[config.mk]
export PLATFORM = sky130hd
export DESIGN_NAME = darc_regs
export DESIGN_NICKNAME = d
export VERILOG_FILES = /design/src/darc_pkg.sv /design/src/darc_sync2.sv /design/src/darc_regs.sv
export SDC_FILE = /design/constraint.sdc
export NUM_CORES = 1
export LEC_CHECK = 0
export BUFFER_PORTS_ARGS = -buffer_cell sky130_fd_sc_hd__buf_2
export CAP_MARGIN = 10
export CORE_MARGIN = 2
export CORE_UTILIZATION = 25
export DETAILED_ROUTE_END_ITERATION = 8
export SLEW_MARGIN = 10
export SYNTH_ARGS = -nofsm -noshare
export SYNTH_HDL_FRONTEND = slang
export SYNTH_SLANG_ARGS = --single-unit
[constraint.sdc]
create_clock -name clock_i -period 2.1 [get_ports clock_i]
set_input_delay 0.105 -clock clock_i [delete_from_list [all_inputs] [get_ports clock_i]]
set_output_delay 0.105 -clock clock_i [all_outputs]
set_load 0.05 [all_outputs]
[src/darc_pkg.sv]
// Package for the reference, alarm and range configuration register bank.
// Assumes a byte-addressed Avalon-MM slave port with 32-bit data words.
package darc_pkg;

    // Register indices; the byte address is four times the index
    localparam logic [7:0] DARC_IDX_CH5_RANGE  = 8'h1A;
    localparam logic [7:0] DARC_IDX_REF_SRC    = 8'h1B;
    localparam logic [7:0] DARC_IDX_FAULT_CFG  = 8'h1C;
    localparam logic [7:0] DARC_IDX_CH0_FILTER = 8'h1D;

    // Avalon byte address width in bits
    localparam int unsigned DARC_ADDR_W = 8;

    // Channel 5 range setup fields
    localparam int unsigned DARC_CH5_SCALE_LSB = 2;
    localparam int unsigned DARC_CH5_SCALE_W   = 6;
    localparam int unsigned DARC_CH5_RANGE_BIT = 0;
    localparam logic [7:0]  DARC_CH5_RANGE_RST = 8'h00;

    // Reference source select fields
    localparam int unsigned DARC_REF_RES_BIT  = 2;
    localparam int unsigned DARC_REF_VSEL_LSB = 0;
    localparam int unsigned DARC_REF_VSEL_W   = 2;
    localparam logic [7:0]  DARC_REF_SRC_RST  = 8'h00;

    // Voltage reference schemes
    typedef enum logic [1:0] {
        DARC_VREF_EXT_2V5     = 2'h0,
        DARC_VREF_INT_OUT_ON  = 2'h1,
        DARC_VREF_EXT_1V25    = 2'h2,
        DARC_VREF_INT_OUT_OFF = 2'h3
    } darc_vref_t;

    // Fault signal configuration fields
    localparam int unsigned DARC_CFG_CRC_MASK_BIT  = 7;
    localparam int unsigned DARC_CFG_RES_MASK_BIT  = 6;
    localparam int unsigned DARC_CFG_NEG_MASK_BIT  = 5;
    localparam int unsigned DARC_CFG_OT_MASK_BIT   = 4;
    localparam int unsigned DARC_CFG_WARN_MASK_BIT = 3;
    localparam int unsigned DARC_CFG_CRC_EN_BIT    = 2;
    localparam int unsigned DARC_CFG_TSD_EN_BIT    = 1;
    localparam int unsigned DARC_CFG_OD_EN_BIT     = 0;
    localparam logic [7:0]  DARC_FAULT_CFG_RST     = 8'h06;

    // Channel 0 filter resistor field and codes
    localparam int unsigned DARC_FILT_W       = 4;
    localparam logic [7:0]  DARC_CH0_FILT_RST = 8'h00;
    localparam logic [3:0]  DARC_FILT_60R     = 4'h0;
    localparam logic [3:0]  DARC_FILT_5K6     = 4'h5;
    localparam logic [3:0]  DARC_FILT_11K2    = 4'h6;
    localparam logic [3:0]  DARC_FILT_22K2    = 4'h7;
    localparam logic [3:0]  DARC_FILT_44K4    = 4'h8;
    localparam logic [3:0]  DARC_FILT_104K    = 4'h9;

    // Fault input positions
    localparam int unsigned DARC_NFAULT     = 5;
    localparam int unsigned DARC_FLT_CRC    = 0;
    localparam int unsigned DARC_FLT_RES    = 1;
    localparam int unsigned DARC_FLT_NEG    = 2;
    localparam int unsigned DARC_FLT_OT     = 3;
    localparam int unsigned DARC_FLT_WARN   = 4;

endpackage : darc_pkg

[src/darc_sync2.sv]
// Two flip-flop synchroniser for a group of asynchronous level inputs.
// Assumes each bit is an independent level; no bus coherence is implied.
`timescale 1ns/100ps
module darc_sync2 #(
    parameter int unsigned WIDTH = 1
) (
    input  wire logic             clock_i,
    input  wire logic             resetn_i,
    input  wire logic [WIDTH-1:0] async_i,
    output logic      [WIDTH-1:0] sync_o
);

    typedef struct packed {
        logic [WIDTH-1:0] meta;
        logic [WIDTH-1:0] stable;
    } darc_sync_state_t;

    darc_sync_state_t state_reg;
    darc_sync_state_t state_next;

    // First stage feeds only the second stage
    always_comb begin
        state_next        = state_reg;
        state_next.meta   = async_i;
        state_next.stable = state_reg.meta;
    end

    // State register
    always_ff @(posedge clock_i or negedge resetn_i) begin
        if (!resetn_i) begin
            state_reg <= '0;
        end else begin
            state_reg <= state_next;
        end
    end

    assign sync_o = state_reg.stable;

endmodule : darc_sync2

[src/darc_regs.sv]
// Configuration register bank: channel 5 range, reference source, fault signal
// configuration and channel 0 filter resistor, plus the alarm pin logic.
// Assumes an Avalon-MM master on clock_i and fault levels arriving from
// analog monitors outside this clock domain.
//
// The Avalon-MM interface to the registers was left to the implementer.
`timescale 1ns/100ps

// How it works
// Channel 5 range register bits 7:2 hold a read/write scale factor that resets to zero.
// Channel 5 range register bit 0 picks 0-45 mA when clear and 0-100 mA when set, reset zero.
// Reference register bit 2 picks the internal resistor when clear, external when set.
// Reference register bits 1:0 pick ext 2.5 V, int 1.25 V out on, ext 1.25 V, int out off.
// Fault config bit 7 set keeps background CRC errors off the alarm pin.
// Fault config bit 6 set keeps reference resistor faults off the alarm pin.
// Fault config bit 5 set keeps the channel 0 negative monitor voltage off the alarm pin.
// Fault config bit 4 set keeps over-temperature faults off the alarm pin.
// Fault config bit 3 set keeps over-temperature warnings off the alarm pin.
// Fault config bit 2 enables background CRC checking and resets to one.
// Fault config bit 1 enables thermal shutdown on over-temperature and resets to one.
// Fault config bit 0 makes the alarm pin open-drain when set, push-pull when clear.
// Channel 0 filter register bits 3:0 hold the read/write filter resistor code.
// Filter codes 0,5,6,7,8,9 select 60 R, 5.6 k, 11.2 k, 22.2 k, 44.4 k and 104 k.
// The alarm is active while any present condition has its mask clear; a CRC error counts only while bit 2 is set.
module darc_regs
    import darc_pkg::*;
(
    input  wire logic                      clock_i,
    input  wire logic                      resetn_i,
    // Avalon-MM slave
    input  wire logic [darc_pkg::DARC_ADDR_W-1:0] avs_address_i,
    input  wire logic                      avs_read_i,
    input  wire logic                      avs_write_i,
    input  wire logic [31:0]               avs_writedata_i,
    input  wire logic [3:0]                avs_byteenable_i,
    output logic      [31:0]               avs_readdata_o,
    output logic                           avs_waitrequest_o,
    // Fault condition levels from monitors, asynchronous
    input  wire logic                      crc_error_i,
    input  wire logic                      ref_resistor_fault_i,
    input  wire logic                      ch_zero_negative_i,
    input  wire logic                      over_temp_fault_i,
    input  wire logic                      over_temp_warning_i,
    // Configuration towards the analog core
    output logic [darc_pkg::DARC_CH5_SCALE_W-1:0] ch_five_scale_factor_o,
    output logic                           ch_five_range_select_o,
    output logic                           ref_external_resistor_o,
    output darc_pkg::darc_vref_t           ref_voltage_select_o,
    output logic                           ref_internal_enable_o,
    output logic                           ref_output_enable_o,
    output logic [darc_pkg::DARC_FILT_W-1:0] ch_zero_filter_res_code_o,
    output logic                           ch_zero_filter_code_valid_o,
    output logic                           background_crc_enable_o,
    output logic                           thermal_shutdown_o,
    // Alarm pin, active low; oe_n low while driving
    output logic                           alarm_n_out_o,
    output logic                           alarm_n_oe_n_o
);

    typedef struct packed {
        logic [7:0]                  ch5_range;
        logic [7:0]                  ref_src;
        logic [7:0]                  fault_cfg;
        logic [7:0]                  ch0_filter;
        logic                        wait_rq;
        logic [31:0]                 rdata;
        logic                        alarm;
        logic                        tsd;
        logic                        alarm_out;
        logic                        alarm_oe_n;
        logic [DARC_NFAULT-1:0]      faults;
        logic                        ref_out_en;
        logic                        filt_valid;
    } darc_state_t;

    localparam darc_state_t DARC_STATE_RST = '{
        ch5_range:  DARC_CH5_RANGE_RST,
        ref_src:    DARC_REF_SRC_RST,
        fault_cfg:  DARC_FAULT_CFG_RST,
        ch0_filter: DARC_CH0_FILT_RST,
        wait_rq:    1'b1,
        rdata:      32'h0000_0000,
        alarm:      1'b0,
        tsd:        1'b0,
        alarm_out:  1'b1,
        alarm_oe_n: 1'b0,
        faults:     '0,
        ref_out_en: 1'b0,
        filt_valid: 1'b1
    };

    darc_state_t            state_reg;
    darc_state_t            state_next;
    logic [DARC_NFAULT-1:0] fault_raw;
    logic [DARC_NFAULT-1:0] fault_sync;
    logic [DARC_NFAULT-1:0] fault_mask;
    logic                   req;
    logic [7:0]             idx;
    logic                   aligned;
    logic [7:0]             rd_byte;
    logic                   alarm_now;

    // Gather and synchronise the monitor levels
    assign fault_raw = {over_temp_warning_i, over_temp_fault_i, ch_zero_negative_i,
                        ref_resistor_fault_i, crc_error_i};

    darc_sync2 #(
        .WIDTH (DARC_NFAULT)
    ) u_fault_sync (
        .clock_i  (clock_i),
        .resetn_i (resetn_i),
        .async_i  (fault_raw),
        .sync_o   (fault_sync)
    );

    // Address decode: word index from byte address
    assign req     = avs_read_i | avs_write_i;
    assign idx     = {2'b00, avs_address_i[DARC_ADDR_W-1:2]};
    assign aligned = (avs_address_i[1:0] == 2'b00);

    // Read multiplexer; unmapped and reserved bits read zero
    always_comb begin
        rd_byte = 8'h00;
        if (aligned) begin
            unique case (idx)
                DARC_IDX_CH5_RANGE:  rd_byte = state_reg.ch5_range;
                DARC_IDX_REF_SRC:    rd_byte = state_reg.ref_src;
                DARC_IDX_FAULT_CFG:  rd_byte = state_reg.fault_cfg;
                DARC_IDX_CH0_FILTER: rd_byte = state_reg.ch0_filter;
                default:             rd_byte = 8'h00;
            endcase
        end
    end

    // Mask bits lined up with fault positions
    always_comb begin
        fault_mask                = '0;
        fault_mask[DARC_FLT_CRC]  = state_reg.fault_cfg[DARC_CFG_CRC_MASK_BIT];
        fault_mask[DARC_FLT_RES]  = state_reg.fault_cfg[DARC_CFG_RES_MASK_BIT];
        fault_mask[DARC_FLT_NEG]  = state_reg.fault_cfg[DARC_CFG_NEG_MASK_BIT];
        fault_mask[DARC_FLT_OT]   = state_reg.fault_cfg[DARC_CFG_OT_MASK_BIT];
        fault_mask[DARC_FLT_WARN] = state_reg.fault_cfg[DARC_CFG_WARN_MASK_BIT];
    end

    // Any unmasked present condition raises the alarm
    assign alarm_now = |(state_reg.faults & ~fault_mask);

    // Next-state logic
    always_comb begin
        state_next = state_reg;

        // Bus handshake: one wait cycle, then waitrequest low for one cycle
        if (req && state_reg.wait_rq) begin
            state_next.wait_rq = 1'b0;
            state_next.rdata   = avs_read_i ? {24'h00_0000, rd_byte} : 32'h0000_0000;
        end else begin
            state_next.wait_rq = 1'b1;
        end

        // Writes land on the edge where waitrequest is seen low
        if (avs_write_i && !state_reg.wait_rq && aligned && avs_byteenable_i[0]) begin
            unique case (idx)
                DARC_IDX_CH5_RANGE: begin
                    state_next.ch5_range = {avs_writedata_i[7:2], 1'b0,
                                            avs_writedata_i[0]};
                end
                DARC_IDX_REF_SRC: begin
                    state_next.ref_src = {5'h00, avs_writedata_i[2:0]};
                end
                DARC_IDX_FAULT_CFG: begin
                    state_next.fault_cfg = avs_writedata_i[7:0];
                end
                DARC_IDX_CH0_FILTER: begin
                    state_next.ch0_filter = {4'h0, avs_writedata_i[3:0]};
                end
                default: begin
                    state_next.rdata = state_reg.rdata;  // Unmapped write ignored
                end
            endcase
        end

        // Decoded flags registered together with the fields they follow
        state_next.ref_out_en = (state_next.ref_src[1:0] == DARC_VREF_INT_OUT_ON);
        state_next.filt_valid = (state_next.ch0_filter[3:0] == DARC_FILT_60R)
                              | (state_next.ch0_filter[3:0] == DARC_FILT_5K6)
                              | (state_next.ch0_filter[3:0] == DARC_FILT_11K2)
                              | (state_next.ch0_filter[3:0] == DARC_FILT_22K2)
                              | (state_next.ch0_filter[3:0] == DARC_FILT_44K4)
                              | (state_next.ch0_filter[3:0] == DARC_FILT_104K);

        // CRC errors only count while background checking runs
        state_next.faults = fault_sync;
        state_next.faults[DARC_FLT_CRC] = fault_sync[DARC_FLT_CRC]
                                        & state_reg.fault_cfg[DARC_CFG_CRC_EN_BIT];
        state_next.alarm = alarm_now;

        // Shutdown follows an over-temperature fault when enabled
        state_next.tsd = state_reg.faults[DARC_FLT_OT]
                       & state_reg.fault_cfg[DARC_CFG_TSD_EN_BIT];

        // Pin driver: open-drain releases when idle, push-pull drives high
        if (state_reg.fault_cfg[DARC_CFG_OD_EN_BIT]) begin
            state_next.alarm_out  = 1'b0;
            state_next.alarm_oe_n = ~alarm_now;
        end else begin
            state_next.alarm_out  = ~alarm_now;
            state_next.alarm_oe_n = 1'b0;
        end
    end

    // State register
    always_ff @(posedge clock_i or negedge resetn_i) begin
        if (!resetn_i) begin
            state_reg <= DARC_STATE_RST;
        end else begin
            state_reg <= state_next;
        end
    end

    // Outputs straight from state flip-flops
    assign avs_readdata_o         = state_reg.rdata;
    assign avs_waitrequest_o      = state_reg.wait_rq;
    assign ch_five_scale_factor_o = state_reg.ch5_range[DARC_CH5_SCALE_LSB +: DARC_CH5_SCALE_W];
    assign ch_five_range_select_o = state_reg.ch5_range[DARC_CH5_RANGE_BIT];
    assign ref_external_resistor_o = state_reg.ref_src[DARC_REF_RES_BIT];
    assign ref_voltage_select_o   = darc_vref_t'(state_reg.ref_src[DARC_REF_VSEL_LSB +:
                                                                   DARC_REF_VSEL_W]);
    // Internal reference runs for codes 01 and 11; output buffer only for 01
    assign ref_internal_enable_o  = state_reg.ref_src[DARC_REF_VSEL_LSB];
    assign ref_output_enable_o    = state_reg.ref_out_en;
    assign ch_zero_filter_res_code_o = state_reg.ch0_filter[DARC_FILT_W-1:0];
    // Only the six defined resistor codes are flagged as valid
    assign ch_zero_filter_code_valid_o = state_reg.filt_valid;
    assign background_crc_enable_o = state_reg.fault_cfg[DARC_CFG_CRC_EN_BIT];
    assign thermal_shutdown_o     = state_reg.tsd;
    assign alarm_n_out_o          = state_reg.alarm_out;
    assign alarm_n_oe_n_o         = state_reg.alarm_oe_n;

endmodule : darc_regs

-- After elaboration in Yosys (flattened, before gate mapping)
Index checks and enable logic that the tools add are counted.
- eq/ne operators: 11
- multiplexer cells: 12
- bitwise logic cells: 11
- reductions and logical operators: 12
- operators by type and width (kind ; count):
    32-bit two-way mux ; 3
    8-bit case mux with 4 select lines ; 1
    6-bit by 5-bit equality test with 1-bit output (second input constant) ; 4
    8-bit two-way mux ; 3
    18-bit two-way mux ; 1
    4-bit by 3-bit equality test with 1-bit output (second input constant) ; 3
    4-bit equality test (second input constant) ; 2
    1-bit OR ; 6
    2-bit AND reduction ; 3
    5-bit bitwise AND ; 1
    5-bit NOT ; 1
    5-bit OR reduction ; 1
    1-bit logical AND ; 4
    4-bit logical NOT ; 1
    2-bit two-way mux ; 2
    4-bit two-way mux ; 1
    4-bit OR reduction ; 1
    1-bit bitwise AND ; 2
    2-bit by 1-bit equality test with 1-bit output (second input constant) ; 1
    2-bit logical NOT ; 1
    2-bit inequality test (second input constant) ; 1
    1-bit logical NOT ; 1
    1-bit two-way mux ; 1
    1-bit NOT ; 1
- flip-flop bits (word level): 75
- bits of input ports: 53
- output and inout port bits: 54

-- Logic depth before layout (Yosys ltp)
- depth in word-level cells: 11
- depth in mapped cells: 5
- gate-level depth less buffers: 4

-- Modules after synthesis
A second synthesis with hierarchy kept.
- cell total of the unflattened synthesis: 192
- area, all modules: 2357.3 um^2
- modules (own cells, without submodules) (module ; cells an instance ; area each (um^2) ; sequential area each (um^2) ; instances):
    darc_regs ; 182 ; 2107.0 ; 1032.2 ; 1
    darc_sync2 ; 10 ; 250.2 ; 250.2 ; 1

-- Least setup slack after synthesis
Ideal clock, no wire load.
- kind: flip-flop to flip-flop
- from: register state_reg (netlist bit avs_waitrequest_o)
- to: register state_reg (netlist bit ch_zero_filter_res_code_o[0])
- cell stages (with the launch flop): 5
- data arrival time: 1549 ps
- buffers on the path: 0
- setup time: 125 ps
- setup slack: 426 ps
- data required time: 1975 ps
- clock period less this slack: 1674 ps
- path through: dfstp_2 -> nor4b_2 -> nand3_2 -> nor3_4 -> mux2_2
- RTL lines (element ; line ; RTL):
    from (decl) ; darc_regs.sv:92 ; darc_state_t state_reg;
    from (signal assigned) ; darc_regs.sv:216 ; state_reg <= state_next;

==> results_dict.tcl <==
set metrics [dict create \
    slowest_stage "dfstp_2" \
    ctsHoldBuffers 6 \
    fin_worst_skew_ns 0.00870 \
    gr-total-overflow 0 \
    final_common_cell "buf_2" \
    boundaryPins 107 \
    die_area_sq_um 10300 \
    cts-root-buf "clkbuf_8" \
    cp-end-kind "register" \
    synth_cells 191 \
    crit_chain "nor4b_2, nand3_2, nor2_1, mux2_2" \
    drc 0 \
    grt_pass1_vias 1469 \
    slew_headroom_pct 52.1 \
    fin_crit_sh_pct 82.9 \
    path_max_fanout 4 \
    grt_pass1_wl_microns 7600 \
    rsz0062_at_grt "false" \
    hold_path_class "input port to register" \
    worst_pin_slew_ns 0.718 \
    die_x_microns 101 \
    syn_area_sq_um 2370 \
    grt_max_degree 32 \
    dpl_cell_area_sq_um 2550 \
    clock_sinks 51 \
    via_per_inst 4.03 \
    rows 35 \
    cts_buffers 5 \
    holdPathStages 2 \
    cp.arrival_ns 1.94 \
    postLayoutCellArea_sq_um 2710 \
    power.density_nw_per_um2 686 \
    critPathMaxStageDelay_ns 0.39 \
    max_freq_mhz 574 \
    cts_max_level 2 \
    timing.hold.ws_ns 0.0360 \
    initial_utilization_pct 25.8 \
    drt_iter0_drc 63 \
    status "complete, no violations" \
    setup_tns_ns 0 \
    via_count 1413 \
    cp-start-kind "register" \
    layout_common_cells "buf_2, dfrtp_1, conb_1" \
    wl_per_cell_microns 13.9 \
    cts_tree "built" \
    drt_first_pass_iters 4 \
    p_leak_uw 0.00140 \
    clock_latency_ns 0.31 \
    synth-seq-cells 51 \
    grt_antenna_before_repair 0 \
    drt-total-wl_microns 4870 \
    setup_viol_count_final 0 \
    dp_hpwl_microns 3780 \
    largest_reg_flops 8 \
    portBuffers 55 \
    cap_viol_max_count 0 \
    worst-setup-path-type "register to register" \
    die_h_microns 101 \
    clock_path_buffers 2 \
    worstRegToRegCells 4 \
    cp_data_required_time_ns 2.30 \
    fin_crit_ns 1.74 \
    post_cts_buffers 0 \
    fin_nets 292 \
    clk_pin_slew_ns 0.10 \
    hold_violations 0 \
    synthDistinctLibCells 31 \
    finalMaxSlewViolations 0 \
    grt_usage_pct 9.67 \
    avgSynthCellArea_sq_um 12.4 \
    vdd_drop_max_uv 268 \
    gp_congestion 0.755 \
    yosysWarnings 0 \
    drive_above_1_share_pct 42.1 \
    post_cts_resize_count 0 \
    syn_to_final_growth_pct 14.5 \
    seq_area_frac_synth_pct 54.1 \
    core_area_sq_um 9200 \
    n_antenna_cell 0 \
    ant_nets 0 \
]
final cells by class:
class	instances	area [sq um]
Clock buffer	5	68.8
Clock inverter	3	27.5
Fill cell	955	6480
Inverter	5	18.8
Multi-Input combinational cell	111	810
Sequential cell	51	1280
Tap cell	111	139
Timing Repair Buffer	65	365
per-stage QoR:
| step | setup slack, ns | util [%] | instances | total power [uW] |
|---|---|---|---|---|
| floorplan | 0.426 | - | 214 | 1240 |
| global placement | 0.394 | 27.8 | 337 | 1270 |
| detailed placement | 0.340 | 27.8 | 337 | 1280 |
| CTS | 0.331 | 29.5 | 351 | 1880 |
| global route | 0.240 | 29.5 | 351 | 1940 |
| finish | 0.359 | 29.5 | 351 | 1860 |
final timing paths:
path / end / from / slack [ns]
setup / recovery: ref_voltage_select_o[1] / avs_waitrequest_o / 0.36
hold / removal: fault_mask[0] / avs_writedata_i[7] / 0.04
setup reg to reg: ref_voltage_select_o[1] / avs_waitrequest_o / 0.36
hold reg to reg: u_fault_sync.sync_o[1] / u_fault_sync.state_next[1] / 0.36
max in group asynchronous: background_crc_enable_o / resetn_i / 1.01
min in group asynchronous: u_fault_sync.state_next[0] / resetn_i / 0.38
layer usage:
| metal | wire (microns) | track usage [%] | vias to the layer above |
|---|---|---|---|
| li1 | - | - | 687 |
| met1 | 2160 | 12.1 | 674 |
| met2 | 2370 | 16.1 | 48 |
| met3 | 313 | 3.17 | 4 |
| met4 | 28 | 2.49 | 0 |
| met5 | 0 | 0 | - |
where the power goes:
group	internal, uW	switching (uW)
logic	53.7	191
registers	1010	10.9
clock network	245	350
total	1310	553
cells in the mapped netlist:
cell type / n / area share [%]
a22o_1: 9 / 3.3
and4bb_2: 1 / 0.53
a21oi_1: 2 / 0.42
dfrtp_1: 46 / 49
nor4b_2: 1 / 0.63
o21ai_0: 5 / 1.1
nor3_4: 1 / 0.69
nor2_1: 5 / 0.79
nand2_2: 2 / 0.53
a2111oi_0: 1 / 0.37
clkbuf_1: 1 / 0.16
mux2_2: 23 / 11
o211a_1: 1 / 0.42
nand3_2: 1 / 0.42
a22oi_1: 2 / 0.63
inv_1: 5 / 0.79
nor2b_1: 6 / 1.6
mux2i_1: 6 / 2.5
nand2_1: 5 / 0.79
and3b_1: 2 / 0.74
nand3b_1: 1 / 0.32
conb_1: 1 / 0.16
o21ai_1: 1 / 0.21
buf_2: 2 / 0.42
and2_1: 4 / 1.1
a32oi_1: 2 / 0.74
a211oi_1: 1 / 0.32
buf_4: 44 / 14
nand2b_1: 3 / 0.79
o22ai_1: 2 / 0.53
dfstp_2: 5 / 5.5
logic make-up (layout without fill, tap and decap cells):
family	count (synthesis)	after routing	share of synthesized area [%]
buffers and inverters	52	78	15.3
flip-flops	51	51	54.1
AND/OR/NAND/NOR	32	32	8.88
multiplexers	29	29	13.5
AO/OA/AOI/OAI	26	26	8.03
other	1	24	0.158
critical path: cells and delay by family (launching register included):
kind	cells	cell delay, ns
muxes	1	0.39
and+or+nand+nor	3	0.84
DFF	1	0.39
Power figures use the tool's default switching activity.
